File: src/rtl/conv_seq_pkg.sv
/*
 * Constants shared by the converter sequencer: register offsets, field
 * positions, reset values and timing counts.
 * Assumes a 100 MHz system clock and an 8-bit register port.
 */
// Overview of operation
// [RULE1] A software start is taken only while the software enable bit is set.
// [RULE2] A software conversion uses the software channel select field.
// [RULE3] On channel 0 the configured current source is driven onto it.
// [RULE4] The converter powers up per request, or stays on while forced.
// [RULE5] The software end-of-conversion flag interrupts only when unmasked.
// [RULE6] Writing the start bit begins a conversion of the selected channel.
// [RULE7] A finished software conversion sets its sticky status flag.
// [RULE8] The 12-bit result splits into high bits [3:0] and low bits [7:0].
// [RULE9] Automatic conversions use the automatic channel select field.
// [RULE10] Automatic conversions repeat at the rate counter's interval.
// [RULE11] Automatic results are compared to a threshold with a polarity.
// [RULE12] Automatic conversions run only while the slot enable bit is set.
// [RULE13] A crossing with shutdown enabled switches off after the delay.
// [RULE14] Flags stay set until cleared; both result halves update together.
package conv_seq_pkg;

    ////////////////////////////////////////////////////////////////////////
    // Register offsets
    localparam logic [3:0] SW_SELECT_ADDR  = 4'h0;
    localparam logic [3:0] CTRL_ONE_ADDR   = 4'h1;
    localparam logic [3:0] INT_MASK_ADDR   = 4'h2;
    localparam logic [3:0] INT_STATUS_ADDR = 4'h3;
    localparam logic [3:0] SW_RES_HI_ADDR  = 4'h4;
    localparam logic [3:0] SW_RES_LO_ADDR  = 4'h5;
    localparam logic [3:0] AUTO_SEL_ADDR   = 4'h6;
    localparam logic [3:0] AUTO_CTRL_ADDR  = 4'h7;
    localparam logic [3:0] THR_HI_ADDR     = 4'h8;
    localparam logic [3:0] THR_LO_ADDR     = 4'h9;
    localparam logic [3:0] AUTO_RES_HI_ADDR = 4'ha;
    localparam logic [3:0] AUTO_RES_LO_ADDR = 4'hb;
    localparam logic [3:0] STATE_ADDR      = 4'hc;

    ////////////////////////////////////////////////////////////////////////
    // Field positions
    localparam int SW_EN_BIT     = 7;
    localparam int SW_START_BIT  = 4;
    localparam int FORCE_BIT     = 0;
    localparam int ISRC_LSB      = 1;
    localparam int EOC_SW_BIT    = 0;
    localparam int AUTO_THR_BIT  = 1;
    localparam int SHUT_EN_BIT   = 7;
    localparam int AUTO_EN_BIT   = 6;
    localparam int THR_POL_BIT   = 7;

    ////////////////////////////////////////////////////////////////////////
    // Reset values and widths
    localparam logic [7:0] INT_MASK_RST = 8'h03;
    localparam int         RES_W        = 12;
    localparam int         CHAN_W       = 4;

    ////////////////////////////////////////////////////////////////////////
    // Timing
    localparam int CLK_PERIOD_NS = 10;
    localparam int WARMUP_NS     = 200;
    localparam int WARMUP_CYC    = (WARMUP_NS + CLK_PERIOD_NS - 1)
                                   / CLK_PERIOD_NS;
    localparam int AUTO_TICK_US  = 10;
    localparam int AUTO_TICK_CYC = AUTO_TICK_US * 1000 / CLK_PERIOD_NS;
    localparam int OFF_DLY_US    = 1;
    localparam int OFF_DLY_CYC   = OFF_DLY_US * 1000 / CLK_PERIOD_NS;

    typedef enum logic [1:0] {ST_IDLE, ST_WARM, ST_CONV} seq_state_e;

endpackage : conv_seq_pkg

File: src/rtl/pin_sync.sv
/*
 * Two flip-flop synchroniser for a group of pins from the analog side.
 * Assumes the group is held stable while its qualifying bit changes.
 */
`timescale 1ns/1ps
module pin_sync #(
    parameter int WIDTH = 1
) (
    input  wire logic             clk_i,   // System clock
    input  wire logic             nrst_i,  // Async reset, active low
    input  wire logic [WIDTH-1:0] async_i, // Pins from outside
    output logic      [WIDTH-1:0] sync_o   // Synchronised copy
);
    logic [WIDTH-1:0] meta_q;

    ////////////////////////////////////////////////////////////////////////
    // First stage feeds only the second stage
    always_ff @(posedge clk_i or negedge nrst_i) begin
        if (!nrst_i) begin
            meta_q <= '0;
            sync_o <= '0;
        end else begin
            meta_q <= async_i;
            sync_o <= meta_q;
        end
    end
endmodule : pin_sync

File: src/rtl/conv_seq.sv
/*
 * Conversion sequencer for the general purpose converter: registers,
 * software and automatic conversion flow, threshold and shutdown, interrupt.
 * Assumes an analog core that converts after a start pulse and raises a
 * done level, with data stable, until the next start.
 */
// Our own choices: the register addresses and the plain strobed port.
`timescale 1ns/1ps
module conv_seq #(
    parameter int WARM_CYC  = conv_seq_pkg::WARMUP_CYC,
    parameter int TICK_CYC  = conv_seq_pkg::AUTO_TICK_CYC,
    parameter int OFF_CYC   = conv_seq_pkg::OFF_DLY_CYC
) (
    input  wire logic        SYS_CLK_I,  // 100 MHz system clock
    input  wire logic        NRST_I,     // Async reset, active low
    input  wire logic [3:0]  ADDR_I,     // Register address
    input  wire logic [7:0]  WDATA_I,    // Write data
    input  wire logic        WR_I,       // Write strobe
    input  wire logic        RD_I,       // Read strobe
    output logic      [7:0]  RDATA_O,    // Read data, cycle after strobe
    output logic             IRQ_O,      // Interrupt, active high level
    output logic             CNV_POWER_O,// Converter power on
    output logic             CNV_START_O,// Start pulse to converter
    output logic      [3:0]  CNV_CHAN_O, // Channel being converted
    output logic             ISRC_EN_O,  // Current source on channel 0
    output logic      [1:0]  ISRC_LVL_O, // Current source setting
    input  wire logic        CNV_DONE_I, // Converter done level
    input  wire logic [11:0] CNV_DATA_I, // Converter result
    output logic             SHUTDOWN_O  // Threshold shutdown request
);
    import conv_seq_pkg::*;

    logic [7:0]       sw_sel_q, ctrl_q, mask_q, stat_q, stat_d;
    logic [7:0]       asel_q, actrl_q, thr_hi_q, thr_lo_q;
    logic [RES_W-1:0] sw_res_q, auto_res_q;
    logic [RES_W:0]   pins_s;
    logic             done_s, done_prev_q, done_rise;
    logic [RES_W-1:0] data_s, thr;
    logic             sw_pend_q, auto_pend_q, cur_auto_q;
    logic             start_ok, thr_hit, rd_stat;
    logic [15:0]      warm_q;
    logic [19:0]      tick_q;
    logic [15:0]      off_q;
    logic             off_arm_q;
    seq_state_e       state_q;

    ////////////////////////////////////////////////////////////////////////
    // Synchronise the converter pins
    pin_sync #(.WIDTH(RES_W + 1)) u_sync (
        .clk_i   (SYS_CLK_I),
        .nrst_i  (NRST_I),
        .async_i ({CNV_DONE_I, CNV_DATA_I}),
        .sync_o  (pins_s)
    );
    assign done_s    = pins_s[RES_W];
    assign data_s    = pins_s[RES_W-1:0];
    assign done_rise = done_s && !done_prev_q && state_q == ST_CONV;
    assign thr       = {thr_hi_q[3:0], thr_lo_q};

    always_ff @(posedge SYS_CLK_I or negedge NRST_I) begin
        if (!NRST_I) done_prev_q <= 1'b0;
        else         done_prev_q <= done_s;
    end

    ////////////////////////////////////////////////////////////////////////
    // Start request and threshold decode
    assign start_ok = WR_I && ADDR_I == SW_SELECT_ADDR
                      && WDATA_I[SW_START_BIT] && WDATA_I[SW_EN_BIT]; // RULE1
    // Polarity high fires above the threshold, low fires below
    assign thr_hit = done_rise && cur_auto_q
                     && (thr_hi_q[THR_POL_BIT] ? data_s > thr
                                               : data_s < thr); // RULE11
    assign rd_stat = RD_I && ADDR_I == INT_STATUS_ADDR;

    ////////////////////////////////////////////////////////////////////////
    // Writable registers; the start bit is not stored
    always_ff @(posedge SYS_CLK_I or negedge NRST_I) begin
        if (!NRST_I) begin
            sw_sel_q <= 8'h00;
            ctrl_q   <= 8'h00;
            mask_q   <= INT_MASK_RST;
            asel_q   <= 8'h00;
            actrl_q  <= 8'h00;
            thr_hi_q <= 8'h00;
            thr_lo_q <= 8'h00;
        end else if (WR_I) begin
            case (ADDR_I)
                SW_SELECT_ADDR: sw_sel_q <= WDATA_I & 8'h8f;
                CTRL_ONE_ADDR:  ctrl_q   <= WDATA_I & 8'h07;
                INT_MASK_ADDR:  mask_q   <= WDATA_I & 8'h03;
                AUTO_SEL_ADDR:  asel_q   <= WDATA_I & 8'h0f;
                AUTO_CTRL_ADDR: actrl_q  <= WDATA_I & 8'hcf;
                THR_HI_ADDR:    thr_hi_q <= WDATA_I & 8'h8f;
                THR_LO_ADDR:    thr_lo_q <= WDATA_I;
                default: ;
            endcase
        end
    end

    ////////////////////////////////////////////////////////////////////////
    // Pending requests
    always_ff @(posedge SYS_CLK_I or negedge NRST_I) begin
        if (!NRST_I) begin
            sw_pend_q <= 1'b0;
        end else if (start_ok) begin
            sw_pend_q <= 1'b1; // RULE6
        end else if (state_q == ST_IDLE) begin
            sw_pend_q <= 1'b0;
        end
    end

    // Interval timer spans (rate + 1) ticks, the reload cycle included
    always_ff @(posedge SYS_CLK_I or negedge NRST_I) begin
        if (!NRST_I) begin
            tick_q      <= 20'h00000;
            auto_pend_q <= 1'b0;
        end else if (!actrl_q[AUTO_EN_BIT]) begin
            tick_q      <= 20'h00000; // RULE12
            auto_pend_q <= 1'b0;
        end else if (tick_q == 20'h00000) begin
            tick_q      <= 20'((actrl_q[3:0] + 1) * TICK_CYC - 1); // RULE10
            auto_pend_q <= 1'b1;
        end else begin
            tick_q <= tick_q - 20'h00001;
            if (state_q == ST_IDLE && !sw_pend_q) auto_pend_q <= 1'b0;
        end
    end

    ////////////////////////////////////////////////////////////////////////
    // Sequencer: software wins over automatic
    always_ff @(posedge SYS_CLK_I or negedge NRST_I) begin
        if (!NRST_I) begin
            state_q     <= ST_IDLE;
            cur_auto_q  <= 1'b0;
            warm_q      <= 16'h0000;
            CNV_START_O <= 1'b0;
            CNV_CHAN_O  <= 4'h0;
        end else begin
            CNV_START_O <= 1'b0;
            case (state_q)
                ST_IDLE: begin
                    if (sw_pend_q || auto_pend_q) begin
                        cur_auto_q <= !sw_pend_q;
                        CNV_CHAN_O <= sw_pend_q ? sw_sel_q[3:0] // RULE2
                                                : asel_q[3:0];  // RULE9
                        if (ctrl_q[FORCE_BIT]) begin
                            CNV_START_O <= 1'b1;
                            state_q     <= ST_CONV;
                        end else begin
                            warm_q  <= 16'(WARM_CYC - 1); // RULE4
                            state_q <= ST_WARM;
                        end
                    end
                end
                ST_WARM: begin
                    if (warm_q == 16'h0000) begin
                        CNV_START_O <= 1'b1;
                        state_q     <= ST_CONV;
                    end else begin
                        warm_q <= warm_q - 16'h0001;
                    end
                end
                ST_CONV: begin
                    if (done_rise) state_q <= ST_IDLE;
                end
                default: state_q <= ST_IDLE;
            endcase
        end
    end

    // Power follows a request unless forced on
    assign CNV_POWER_O = ctrl_q[FORCE_BIT] || state_q != ST_IDLE; // RULE4
    assign ISRC_EN_O   = CNV_POWER_O && CNV_CHAN_O == 4'h0
                         && ctrl_q[2:1] != 2'b00; // RULE3
    assign ISRC_LVL_O  = ISRC_EN_O ? ctrl_q[2:1] : 2'b00; // RULE3

    ////////////////////////////////////////////////////////////////////////
    // Results: both halves load in one edge
    always_ff @(posedge SYS_CLK_I or negedge NRST_I) begin
        if (!NRST_I) begin
            sw_res_q   <= '0;
            auto_res_q <= '0;
        end else if (done_rise) begin
            if (cur_auto_q) auto_res_q <= data_s;
            else            sw_res_q   <= data_s; // RULE14
        end
    end

    ////////////////////////////////////////////////////////////////////////
    // Sticky status: read clears, a new event wins
    always_comb begin
        stat_d = rd_stat ? 8'h00 : stat_q;
        if (done_rise && !cur_auto_q) stat_d[EOC_SW_BIT] = 1'b1; // RULE7
        if (thr_hit) stat_d[AUTO_THR_BIT] = 1'b1;
    end

    always_ff @(posedge SYS_CLK_I or negedge NRST_I) begin
        if (!NRST_I) stat_q <= 8'h00;
        else         stat_q <= stat_d; // RULE14
    end

    assign IRQ_O = |(stat_q & ~mask_q); // RULE5

    ////////////////////////////////////////////////////////////////////////
    // Shutdown after the off delay unless the flag is cleared
    always_ff @(posedge SYS_CLK_I or negedge NRST_I) begin
        if (!NRST_I) begin
            off_arm_q  <= 1'b0;
            off_q      <= 16'h0000;
            SHUTDOWN_O <= 1'b0;
        end else if (thr_hit && actrl_q[SHUT_EN_BIT]) begin
            off_arm_q <= 1'b1;
            off_q     <= 16'(OFF_CYC - 1);
        end else if (off_arm_q) begin
            if (!stat_q[AUTO_THR_BIT]) begin
                off_arm_q <= 1'b0; // RULE13
            end else if (off_q == 16'h0000) begin
                off_arm_q  <= 1'b0;
                SHUTDOWN_O <= 1'b1; // RULE13
            end else begin
                off_q <= off_q - 16'h0001;
            end
        end
    end

    ////////////////////////////////////////////////////////////////////////
    // Read port, data one cycle after the strobe
    always_ff @(posedge SYS_CLK_I or negedge NRST_I) begin
        if (!NRST_I) begin
            RDATA_O <= 8'h00;
        end else if (RD_I) begin
            case (ADDR_I)
                SW_SELECT_ADDR:   RDATA_O <= sw_sel_q;
                CTRL_ONE_ADDR:    RDATA_O <= ctrl_q;
                INT_MASK_ADDR:    RDATA_O <= mask_q;
                INT_STATUS_ADDR:  RDATA_O <= stat_q;
                SW_RES_HI_ADDR:   RDATA_O <= {4'h0, sw_res_q[11:8]}; // RULE8
                SW_RES_LO_ADDR:   RDATA_O <= sw_res_q[7:0]; // RULE8
                AUTO_SEL_ADDR:    RDATA_O <= asel_q;
                AUTO_CTRL_ADDR:   RDATA_O <= actrl_q;
                THR_HI_ADDR:      RDATA_O <= thr_hi_q;
                THR_LO_ADDR:      RDATA_O <= thr_lo_q;
                AUTO_RES_HI_ADDR: RDATA_O <= {4'h0, auto_res_q[11:8]};
                AUTO_RES_LO_ADDR: RDATA_O <= auto_res_q[7:0];
                STATE_ADDR:       RDATA_O <= {4'h0, off_arm_q, cur_auto_q,
                                              CNV_POWER_O,
                                              state_q != ST_IDLE};
                default:          RDATA_O <= 8'h00;
            endcase
        end else begin
            RDATA_O <= 8'h00;
        end
    end

    ////////////////////////////////////////////////////////////////////////
    // Checks
    AST_START_ENABLED: assert property (@(posedge SYS_CLK_I) // RULE1
        disable iff (!NRST_I)
        WR_I && ADDR_I == SW_SELECT_ADDR && !WDATA_I[SW_EN_BIT]
        && !sw_pend_q |=> !sw_pend_q)
        else $error("start taken while disabled");

    AST_SW_CHANNEL: assert property (@(posedge SYS_CLK_I) // RULE2
        disable iff (!NRST_I)
        state_q == ST_IDLE && sw_pend_q |=> CNV_CHAN_O == $past(sw_sel_q[3:0]))
        else $error("wrong software channel");

    AST_ISRC_CH0: assert property (@(posedge SYS_CLK_I) // RULE3
        disable iff (!NRST_I)
        ISRC_EN_O |-> CNV_CHAN_O == 4'h0 && ISRC_LVL_O == ctrl_q[2:1])
        else $error("current source off channel 0");

    AST_WARM_START: assert property (@(posedge SYS_CLK_I) // RULE4
        disable iff (!NRST_I)
        state_q == ST_IDLE && !ctrl_q[FORCE_BIT] |-> !CNV_POWER_O
        ##0 (sw_pend_q || auto_pend_q) |=> !CNV_START_O)
        else $error("start without warm-up");

    AST_IRQ_MASKED: assert property (@(posedge SYS_CLK_I) // RULE5
        disable iff (!NRST_I)
        stat_q == 8'h01 && mask_q[EOC_SW_BIT] |-> !IRQ_O)
        else $error("masked flag reached interrupt");

    AST_START_TAKEN: assert property (@(posedge SYS_CLK_I) // RULE6
        disable iff (!NRST_I)
        start_ok && state_q == ST_IDLE && !auto_pend_q && !ctrl_q[FORCE_BIT]
        |=> ##[1:2] state_q == ST_WARM)
        else $error("start did not begin conversion");

    AST_EOC_FLAG: assert property (@(posedge SYS_CLK_I) // RULE7
        disable iff (!NRST_I)
        done_rise && !cur_auto_q |=> stat_q[EOC_SW_BIT]
        && sw_res_q == $past(data_s))
        else $error("end of conversion not recorded");

    AST_AUTO_CHANNEL: assert property (@(posedge SYS_CLK_I) // RULE9
        disable iff (!NRST_I)
        state_q == ST_IDLE && !sw_pend_q && auto_pend_q
        |=> CNV_CHAN_O == $past(asel_q[3:0]))
        else $error("wrong automatic channel");

    AST_AUTO_OFF: assert property (@(posedge SYS_CLK_I) // RULE12
        disable iff (!NRST_I)
        !actrl_q[AUTO_EN_BIT] |=> !auto_pend_q)
        else $error("automatic request while disabled");

    AST_SHUT_CANCEL: assert property (@(posedge SYS_CLK_I) // RULE13
        disable iff (!NRST_I)
        off_arm_q && !stat_q[AUTO_THR_BIT] && !SHUTDOWN_O |=> !SHUTDOWN_O)
        else $error("shutdown after flag cleared");

    COV_SW_CONV: cover property (@(posedge SYS_CLK_I)
        disable iff (!NRST_I) done_rise && !cur_auto_q);
    COV_AUTO_HIT: cover property (@(posedge SYS_CLK_I)
        disable iff (!NRST_I) thr_hit);
    COV_SHUTDOWN: cover property (@(posedge SYS_CLK_I)
        disable iff (!NRST_I) $rose(SHUTDOWN_O));
endmodule : conv_seq

File: config.mk
export PLATFORM = sky130hd
export DESIGN_NAME = conv_seq
export DESIGN_NICKNAME = d
export VERILOG_FILES = /design/src/rtl/conv_seq_pkg.sv /design/src/rtl/pin_sync.sv /design/src/rtl/conv_seq.sv
export SDC_FILE = /design/constraint.sdc
export NUM_CORES = 1
export LEC_CHECK = 0
export ABC_AREA = 1
export BUFFER_PORTS_ARGS = -buffer_cell sky130_fd_sc_hd__buf_2
export CAP_MARGIN = 15
export CORE_ASPECT_RATIO = 0.8
export CORE_MARGIN = 5
export CORE_UTILIZATION = 65
export CTS_CLUSTER_DIAMETER = 60
export CTS_CLUSTER_SIZE = 40
export DETAILED_ROUTE_END_ITERATION = 7
export GPL_TIMING_DRIVEN = 0
export PLACE_DENSITY = 0.93
export RECOVER_POWER = 25
export SLEW_MARGIN = 25
export SYNTH_ARGS = -nofsm -noshare
export SYNTH_HDL_FRONTEND = slang
export SYNTH_SLANG_ARGS = --single-unit
File: constraint.sdc
create_clock -name SYS_CLK_I -period 8 [get_ports SYS_CLK_I]
set_input_delay 0.8 -clock SYS_CLK_I [delete_from_list [all_inputs] [get_ports SYS_CLK_I]]
set_output_delay 0.8 -clock SYS_CLK_I [all_outputs]
set_load 0.01 [all_outputs]
==> reports/metrics.yaml, run 1 <==
grt:
  grt_pass1_vias: 7679
  grt_overflow_total: 0
  met1_usage_pct: 37.3
  gr-max-usage-layer: "met2"
  met2_usage_pct: 47.2
  grt_max_degree: 100
  grt_pass1_wl_um: 36900
  grt_use_met3_pct: 5.95
  antenna_found_initial: 0
  grt_use_total_pct: 28.7
cells_and_area:
  layout_commonest_cell: "nand2_1"
  n_fill_cell: 949
  fin_nets: 1246
  multi_input_area_sq_um: 4060
  seqCellArea_sq_um: 3960
  area_growth_pct: 12.5
  layoutNonFillerInstCount: 1362
  antenna_cells: 0
  final_cell_mix: "nand2_1, inv_1, dfrtp_1"
  drive_gt1_share_pct: 10.4
detailed_routing:
  antenna_left: 0
  via_per_inst: 5.75
  wl_per_cell_um: 16.1
  drt_iter0_drc: 743
  first_pass_iters: 7
  vias: 7828
  totalWireLength_um: 22000
  drc: 0
timing:
  setup-tns-final_ns: 0
  tightestPinTransition_ns: 3.28
  rsz0062_at_grt: "false"
  slew_headroom_pct: -119
  fmax_mhz: 208
  layout_min_cycle_time_ns: 4.81
  final_hold_viol_count: 0
  finalMaxSlewViolations: 60
  fin_crit_sh_pct: 60.2
  finalSetupViolCount: 0
  finClkSkew_ns: 0.0139
floorplanning:
  io_pins: 48
  chipHeight_um: 114
  std_cell_rows: 38
  initial_core_util_pct: 65.5
  core_area_sq_um: 13400
  fp.dieW_um: 140
  design.die.area_sq_um: 15900
critical_path:
  reg2reg_from: "actrl_q[0]$_DFFE_PN0P_"
  cp_max_fo: 7
  rrSetupSlack_ns: 3.19
  r2r_end: "tick_q[18]$_DFF_PN0_"
  worstPathArrival_ns: 5.16
  ff2ff_path_depth: 21
  cp_data_required_time_ns: 8.34
  end_kind: "flop"
  critical_path_class: "flop to flop"
  worstSetupStartpointType: "flop"
yosys:
  synth_top_area_share_pct: 44.5
  seq_area_frac_synth_pct: 45.1
  syn_avg_cell_area_sq_um: 7.97
  synth_edf_count: 0
  synthArstFlopShare_pct: 100
  ys_seq_elements: 158
  yosys.area.top_type: "dfrtp_1"
  synth_area_leaders: "dfrtp_1, nand2_1, inv_1, ha_1, nor2_1"
  syn-cell-area_sq_um: 8780
  synth_cell_types: 52
  netlist_instances: 1102
  syn_nets: 1179
  yosysWarningCount: 0
  synth_flop_cell: "dfrtp_1"
power:
  power_frac_seq_pct: 29.4
  p_comb_share_pct: 49.2
  clkPwrFrac_pct: 21.4
  p_total_mw: 3.91
  ir_drop_mv: 0.207
  leakage_nw: 5.29
  swShare_pct: 46.6
  internal_power_mw: 2.09
  p_sw_mw: 1.82
  cellPowerDensity_nw_per_um2: 396
outcome:
  outcome: "complete, but fails checks"
  violations: "max-capacitance violations, max-slew violations"
clock_network:
  h-tree-depth: 4
  clockBufferDepth: 2
  cts_tree: "done"
  cts_num_sinks: 158
  cts_setup_buffers: 0
  ctsHoldBuffers: 0
  root_buffer: "clkbuf_16"
  clock_latency_ns: 0.44
  post_cts_resized: 0
  cts.clk_slew.worst_paths_ns: 0.07
  cts_made_buffers: 17
placement:
  place_hpwl_um: 15200
  place_inst: 1330
  routabilityCongestion: 0.922
  io_buffers: 47
hold_path:
  hold_path.class: "flop to flop"
  min_path_cells: 0
  holdPathEnd: "u_sync.sync_o[12]$_DFF_PN0_"
  min_from: "u_sync.meta_q[12]$_DFF_PN0_"
run:
  maxCapViolCount: 1
==> synthesized netlist by cell type (3+ instances only) <==
| library cell | count |
|---|---|
| nand3_1 | 59 |
| a211oi_1 | 3 |
| o21ai_0 | 80 |
| o31ai_1 | 6 |
| a21oi_1 | 39 |
| o211ai_1 | 4 |
| nand2_1 | 262 |
| nand4_1 | 15 |
| ha_1 | 38 |
| nand2_2 | 8 |
| xnor2_1 | 9 |
| nor2_2 | 7 |
| nor2_1 | 115 |
| dfrtp_1 | 156 |
| xor2_1 | 16 |
| nor4_1 | 3 |
| clkbuf_1 | 5 |
| buf_2 | 3 |
| inv_1 | 174 |
| a31oi_1 | 6 |
| o22ai_1 | 12 |
| nand3b_1 | 4 |
| inv_2 | 4 |
| a221oi_1 | 3 |
| o21bai_1 | 4 |
| o21ai_1 | 5 |
| o21a_1 | 4 |
| fa_1 | 10 |
| nor3_1 | 15 |
==> final cells by class <==
class | instances | share of cell area [%]
inverters | 183 | 7.00
multi-input cells | 749 | 41.1
clock buffers | 17 | 4.31
plain buffers | 12 | 0.722
clock inverters | 15 | 1.91
repair buffers | 48 | 2.65
flip-flops and latches | 158 | 40.0
well taps | 180 | 2.28
==> worst max path at each step <==
| stage | from | cells past startpoint | endpoint |
|---|---|---|---|
| floorplan | actrl_q[0]$_DFFE_PN0P_ | 20 | tick_q[15]$_DFF_PN0_ |
| global placement | actrl_q[0]$_DFFE_PN0P_ | 21 | tick_q[16]$_DFF_PN0_ |
| detailed placement | actrl_q[0]$_DFFE_PN0P_ | 21 | tick_q[15]$_DFF_PN0_ |
| CTS | actrl_q[0]$_DFFE_PN0P_ | 21 | tick_q[18]$_DFF_PN0_ |
| global route | actrl_q[0]$_DFFE_PN0P_ | 21 | tick_q[17]$_DFF_PN0_ |
| finish | actrl_q[0]$_DFFE_PN0P_ | 21 | tick_q[18]$_DFF_PN0_ |
==> cell families (layout without fill, tap and decap cells) <==
| logic type | count (synthesis) | count (layout) | share of synthesized area, % |
|---|---|---|---|
| simple gates | 500 | 500 | 24.6 |
| buf+inv | 195 | 275 | 8.69 |
| compound gates | 175 | 175 | 11.3 |
| flops | 158 | 158 | 45.1 |
| fa+ha+maj | 48 | 48 | 7.70 |
| xor+xnor | 25 | 25 | 2.49 |
| mux | 1 | 1 | 0.128 |
==> sequential cells by signal (all words and copies together) (netlist names), 2 cells and up <==
register / count
ctrl_q: 3
asel_q: 4
state_q: 2
CNV_CHAN_O: 4
u_sync.meta_q: 13
u_sync.sync_o: 13
thr_hi_q: 5
sw_sel_q: 5
tick_q: 20
off_q: 16
thr_lo_q: 8
auto_res_q: 12
warm_q: 16
stat_q: 2
actrl_q: 6
mask_q: 2
RDATA_O: 8
sw_res_q: 12
==> critical path, cell delays in order (launching register included) <==
cell and delay [ns]:
dfrtp_1 0.51, buf_6 0.18, nand3_1 0.15, xor2_1 0.33
inv_1 0.14, fa_1 0.60, inv_1 0.11, fa_1 0.55
inv_1 0.06, fa_1 0.52, inv_1 0.04, ha_1 0.34
nand2_1 0.07, nand2_1 0.08, inv_1 0.05, nand2_1 0.08
nand2_1 0.10, nand2_1 0.10, nand3_1 0.12, nor2_2 0.19
nand4_2 0.20, a21oi_1 0.21
==> per-layer routing <==
layer  vias up  wire length [um]
li1       3686                 -
met1      3646              8810
met2       391             10600
met3       105              1660
met4         0               918
met5         -                 0
==> through the flow <==
step / util [%] / setup WS, ns / area, sq um / hold WS [ns]
CTS: 73.8 / 3.17 / 9890 / 0.305
global placement: 68.9 / 3.36 / 9240 / 0.332
detailed placement: 69.2 / 3.23 / 9280 / 0.336
floorplan: - / 3.72 / 8780 / 0.331
finish: 73.7 / 3.19 / 9880 / 0.352
global route: 73.7 / 2.85 / 9880 / 0.361
==> power by group through the flow <==
| stage | sequential (mW) | combinational (mW) | clock, mW |
|---|---|---|---|
| after floorplan | 1.11 | 1.45 | 0 |
| after global placement | 1.14 | 1.76 | 0 |
| after detailed placement | 1.15 | 1.85 | 0 |
| after CTS | 1.14 | 1.89 | 0.840 |
| after global routing | 1.17 | 2.18 | 0.875 |
| final | 1.15 | 1.92 | 0.836 |
No activity file was read; power rests on OpenSTA's default activity.
==> run 2: changes to the inputs <==
--- a/config.mk
+++ b/config.mk
@@ -10,12 +10,12 @@
 export CAP_MARGIN = 15
 export CORE_ASPECT_RATIO = 0.8
 export CORE_MARGIN = 5
-export CORE_UTILIZATION = 65
+export CORE_UTILIZATION = 62
 export CTS_CLUSTER_DIAMETER = 60
 export CTS_CLUSTER_SIZE = 40
 export DETAILED_ROUTE_END_ITERATION = 7
 export GPL_TIMING_DRIVEN = 0
-export PLACE_DENSITY = 0.93
+export PLACE_DENSITY = 0.9
 export RECOVER_POWER = 25
 export SLEW_MARGIN = 25
 export SYNTH_ARGS = -nofsm -noshare
==> constraint.sdc (replaced) <==
create_clock -name SYS_CLK_I -period 4.5 [get_ports SYS_CLK_I]
set_input_delay 0.45 -clock SYS_CLK_I [delete_from_list [all_inputs] [get_ports SYS_CLK_I]]
set_output_delay 0.45 -clock SYS_CLK_I [all_outputs]
set_load 0.01 [all_outputs]
==> run 2 against run 1 <==
  * The flow still finishes with violations (max-capacitance violations, max-slew violations)
  * Setup slack worse by 2.9 ns
  * Utilization is 1.4 points lower
  * Clock-buffer cell count rose by 2
  * Sequential cell count unchanged
  * Critical path type unchanged
  * Highest routed layer unchanged
==> reports/metrics.yaml, run 2 (synthesis gave the netlist of run 1 again) <==
power:
  swShare_pct: 45.7  # -0.90 points
  p_total_mw: 6.96  # +78%
  ir_drop_mv: 0.504  # +140%
  power_frac_seq_pct: 29.4  # about the same
  leakage_nw: 5.31  # +0.35%
  p_comb_share_pct: 50.5  # +1.3 points
  clkPwrFrac_pct: 20.2  # -1.2 points
  internal_power_mw: 3.78  # +81%
  cellPowerDensity_nw_per_um2: 701  # +77%
  p_sw_mw: 3.18  # +75%
timing:
  fin_crit_sh_pct: 94.2  # +34 points
  slew_headroom_pct: -143  # -24 points
  finalMaxSlewViolations: 82  # +37%
  fmax_mhz: 236  # +13%
  layout_min_cycle_time_ns: 4.24  # -0.571 ns
  finalSetupViolCount: 0  # unchanged
  finClkSkew_ns: 0.00665  # -0.00721 ns
  tightestPinTransition_ns: 3.64  # +0.359 ns
  final_hold_viol_count: 0  # unchanged
floorplanning:
  io_pins: 48  # unchanged
  design.die.area_sq_um: 16700  # +4.4%
  initial_core_util_pct: 63.9  # -1.6 points
  std_cell_rows: 38  # unchanged
  core_area_sq_um: 13700  # +2.5%
  fp.dieW_um: 143  # +2.2%
  chipHeight_um: 116  # +2.2%
clock_network:
  cts.clk_slew.worst_paths_ns: 0.07  # about the same
  clock_latency_ns: 0.43  # about the same
  h-tree-depth: 4  # unchanged
  cts_made_buffers: 17  # unchanged
  cts_tree: "done"
  cts_num_sinks: 158  # unchanged
  clockBufferDepth: 2  # unchanged
  root_buffer: "clkbuf_16"
critical_path:
  critical_path_class: "flop to flop"
  rrSetupSlack_ns: 0.26  # -2.93 ns
  reg2reg_from: "actrl_q[0]$_DFFE_PN0P_"
  worstPathArrival_ns: 4.60  # -0.56 ns
  worstSetupStartpointType: "flop"
  ff2ff_path_depth: 20  # -4.8%
  r2r_end: "tick_q[19]$_DFF_PN0_"
  end_kind: "flop"
  cp_max_fo: 5  # -2
  cp_data_required_time_ns: 4.86  # -3.48 ns
run:
  maxCapViolCount: 1  # unchanged
grt:
  grt_use_total_pct: 26.8  # -1.9 points
  grt_max_degree: 83  # -17%
  grt_pass1_vias: 7523  # -2.0%
  grt_overflow_total: 0  # unchanged
  grt_pass1_wl_um: 35400  # -3.9%
  antenna_found_initial: 0  # unchanged
cells_and_area:
  post-route-util_pct: 72.2  # -1.4 points
  largest_reg_flops: 20  # unchanged
  reg_top3: "tick_q: 20 flops, off_q: 16 flops, warm_q: 16 flops"
  drive_gt1_share_pct: 11.1  # +0.73 points
  largest-register: "tick_q"
  final_cell_mix: "nand2_1, inv_1, dfrtp_1"
  layout_commonest_cell: "nand2_1"
  n_fill_cell: 979  # +3.2%
  fin_nets: 1249  # +0.24%
  antenna_cells: 0  # unchanged
  area_growth_pct: 13.1
placement:
  place_hpwl_um: 15300  # +0.30%
  routabilityCongestion: 0.947  # +2.8%
  io_buffers: 47  # unchanged
hold_path:
  hold_path.class: "input port to flop"
  holdPathEnd: "u_sync.meta_q[9]$_DFF_PN0_"
  min_path_cells: 1  # +1
  min_from: "CNV_DATA_I[9]"
detailed_routing:
  vias: 7729  # -1.3%
  antenna_left: 0  # unchanged
  via_per_inst: 5.66  # -1.5%
  drc: 0  # unchanged
  wl_per_cell_um: 15.5  # -3.9%
  first_pass_iters: 6  # -1
  drt_iter0_drc: 1023  # +38%
  totalWireLength_um: 21200  # -3.7%
outcome:
  outcome: "complete, but fails checks"
  violations: "max-capacitance violations, max-slew violations"
run 2: changes by cell type in the layout (fill, tap and decap cells not counted), sizes merged:
cell          before  now
buf               54   57
inv              188  185
bufinv             0    1
clkbuf            23   24
clkinv            10    9
clkinvlp           0    1
dlymetal6s2s       0    1
run 2: repair_timing:
action,CTS,global route
hold buffers,0,0
gates resized for setup,2,8
pin swaps,2,5
setup endpoints to repair,9,9
buffers inserted,3,0
run 2: cell type report:
type	count	area (sq um)	area share [%]
buffer	12	71.3	0.719
multi-input combinational	749	4110	41.4
inverter	183	692	6.97
tap	180	225	2.27
clock inverter	13	130	1.31
sequential	158	3960	39.9
clock buffer	19	443	4.46
timing repair buffer	51	293	2.95
run 2: worst max-delay path by stage:
stage / startpoint / to / slack (ns) / depth (start not counted)
floorplan: actrl_q[0]$_DFFE_PN0P_ / tick_q[15]$_DFF_PN0_ / 0.22 / 20
global placement: actrl_q[0]$_DFFE_PN0P_ / tick_q[16]$_DFF_PN0_ / -0.14 / 21
detailed placement: actrl_q[0]$_DFFE_PN0P_ / tick_q[16]$_DFF_PN0_ / -0.31 / 21
CTS: actrl_q[0]$_DFFE_PN0P_ / tick_q[16]$_DFF_PN0_ / 0.01 / 21
global route: actrl_q[0]$_DFFE_PN0P_ / tick_q[11]$_DFF_PN0_ / -0.02 / 22
finish: actrl_q[0]$_DFFE_PN0P_ / tick_q[19]$_DFF_PN0_ / 0.26 / 20
run 2: critical path: stages (launching register included):
cell and delay [ns]:
dfrtp_2 0.43, ha_1 0.22, nand2_1 0.16, nand2_4 0.10
fa_1 0.59, inv_1 0.11, fa_1 0.55, inv_1 0.05
fa_1 0.52, inv_1 0.06, ha_4 0.28, nand2_1 0.05
inv_1 0.08, nand2_1 0.07, nand2_1 0.09, nand2_1 0.09
nand2_1 0.11, nand3_2 0.11, nor2_4 0.16, nand4_4 0.17
a21oi_1 0.16
run 2: per-layer routing:
| metal | GRT usage (%) | routed length [um] | vias to the layer above |
|---|---|---|---|
| li1 | - | - | 3676 |
| met1 | 35.8 | 8850 | 3613 |
| met2 | 42.8 | 10000 | 383 |
| met3 | 5.85 | 1640 | 57 |
| met4 | 11.8 | 659 | 0 |
| met5 | 0 | 0 | - |
run 2: power by group through the flow:
stage / registers (mW) / logic (mW) / clock network, mW
2_1_floorplan: 1.98 / 2.58 / 0
3_5_place_dp: 2.05 / 3.31 / 0
3_3_place_gp: 2.04 / 3.15 / 0
6_report: 2.04 / 3.52 / 1.40
4_1_cts: 2.03 / 3.36 / 1.41
5_1_grt: 2.08 / 3.95 / 1.49
run 2: per-stage QoR:
step	setup WS (ns)	instances	area, sq um	hold WS (ns)	TNS [ns]
2_1_floorplan	0.218	1102	8780	0.154	0
3_3_place_gp	-0.135	1329	9240	0.332	-0.758
3_5_place_dp	-0.307	1330	9280	0.335	-1.90
4_1_cts	0.0107	1365	9880	0.0253	0
5_1_grt	-0.0248	1365	9930	0.0996	-0.0804
6_report	0.259	1365	9930	0.120	0
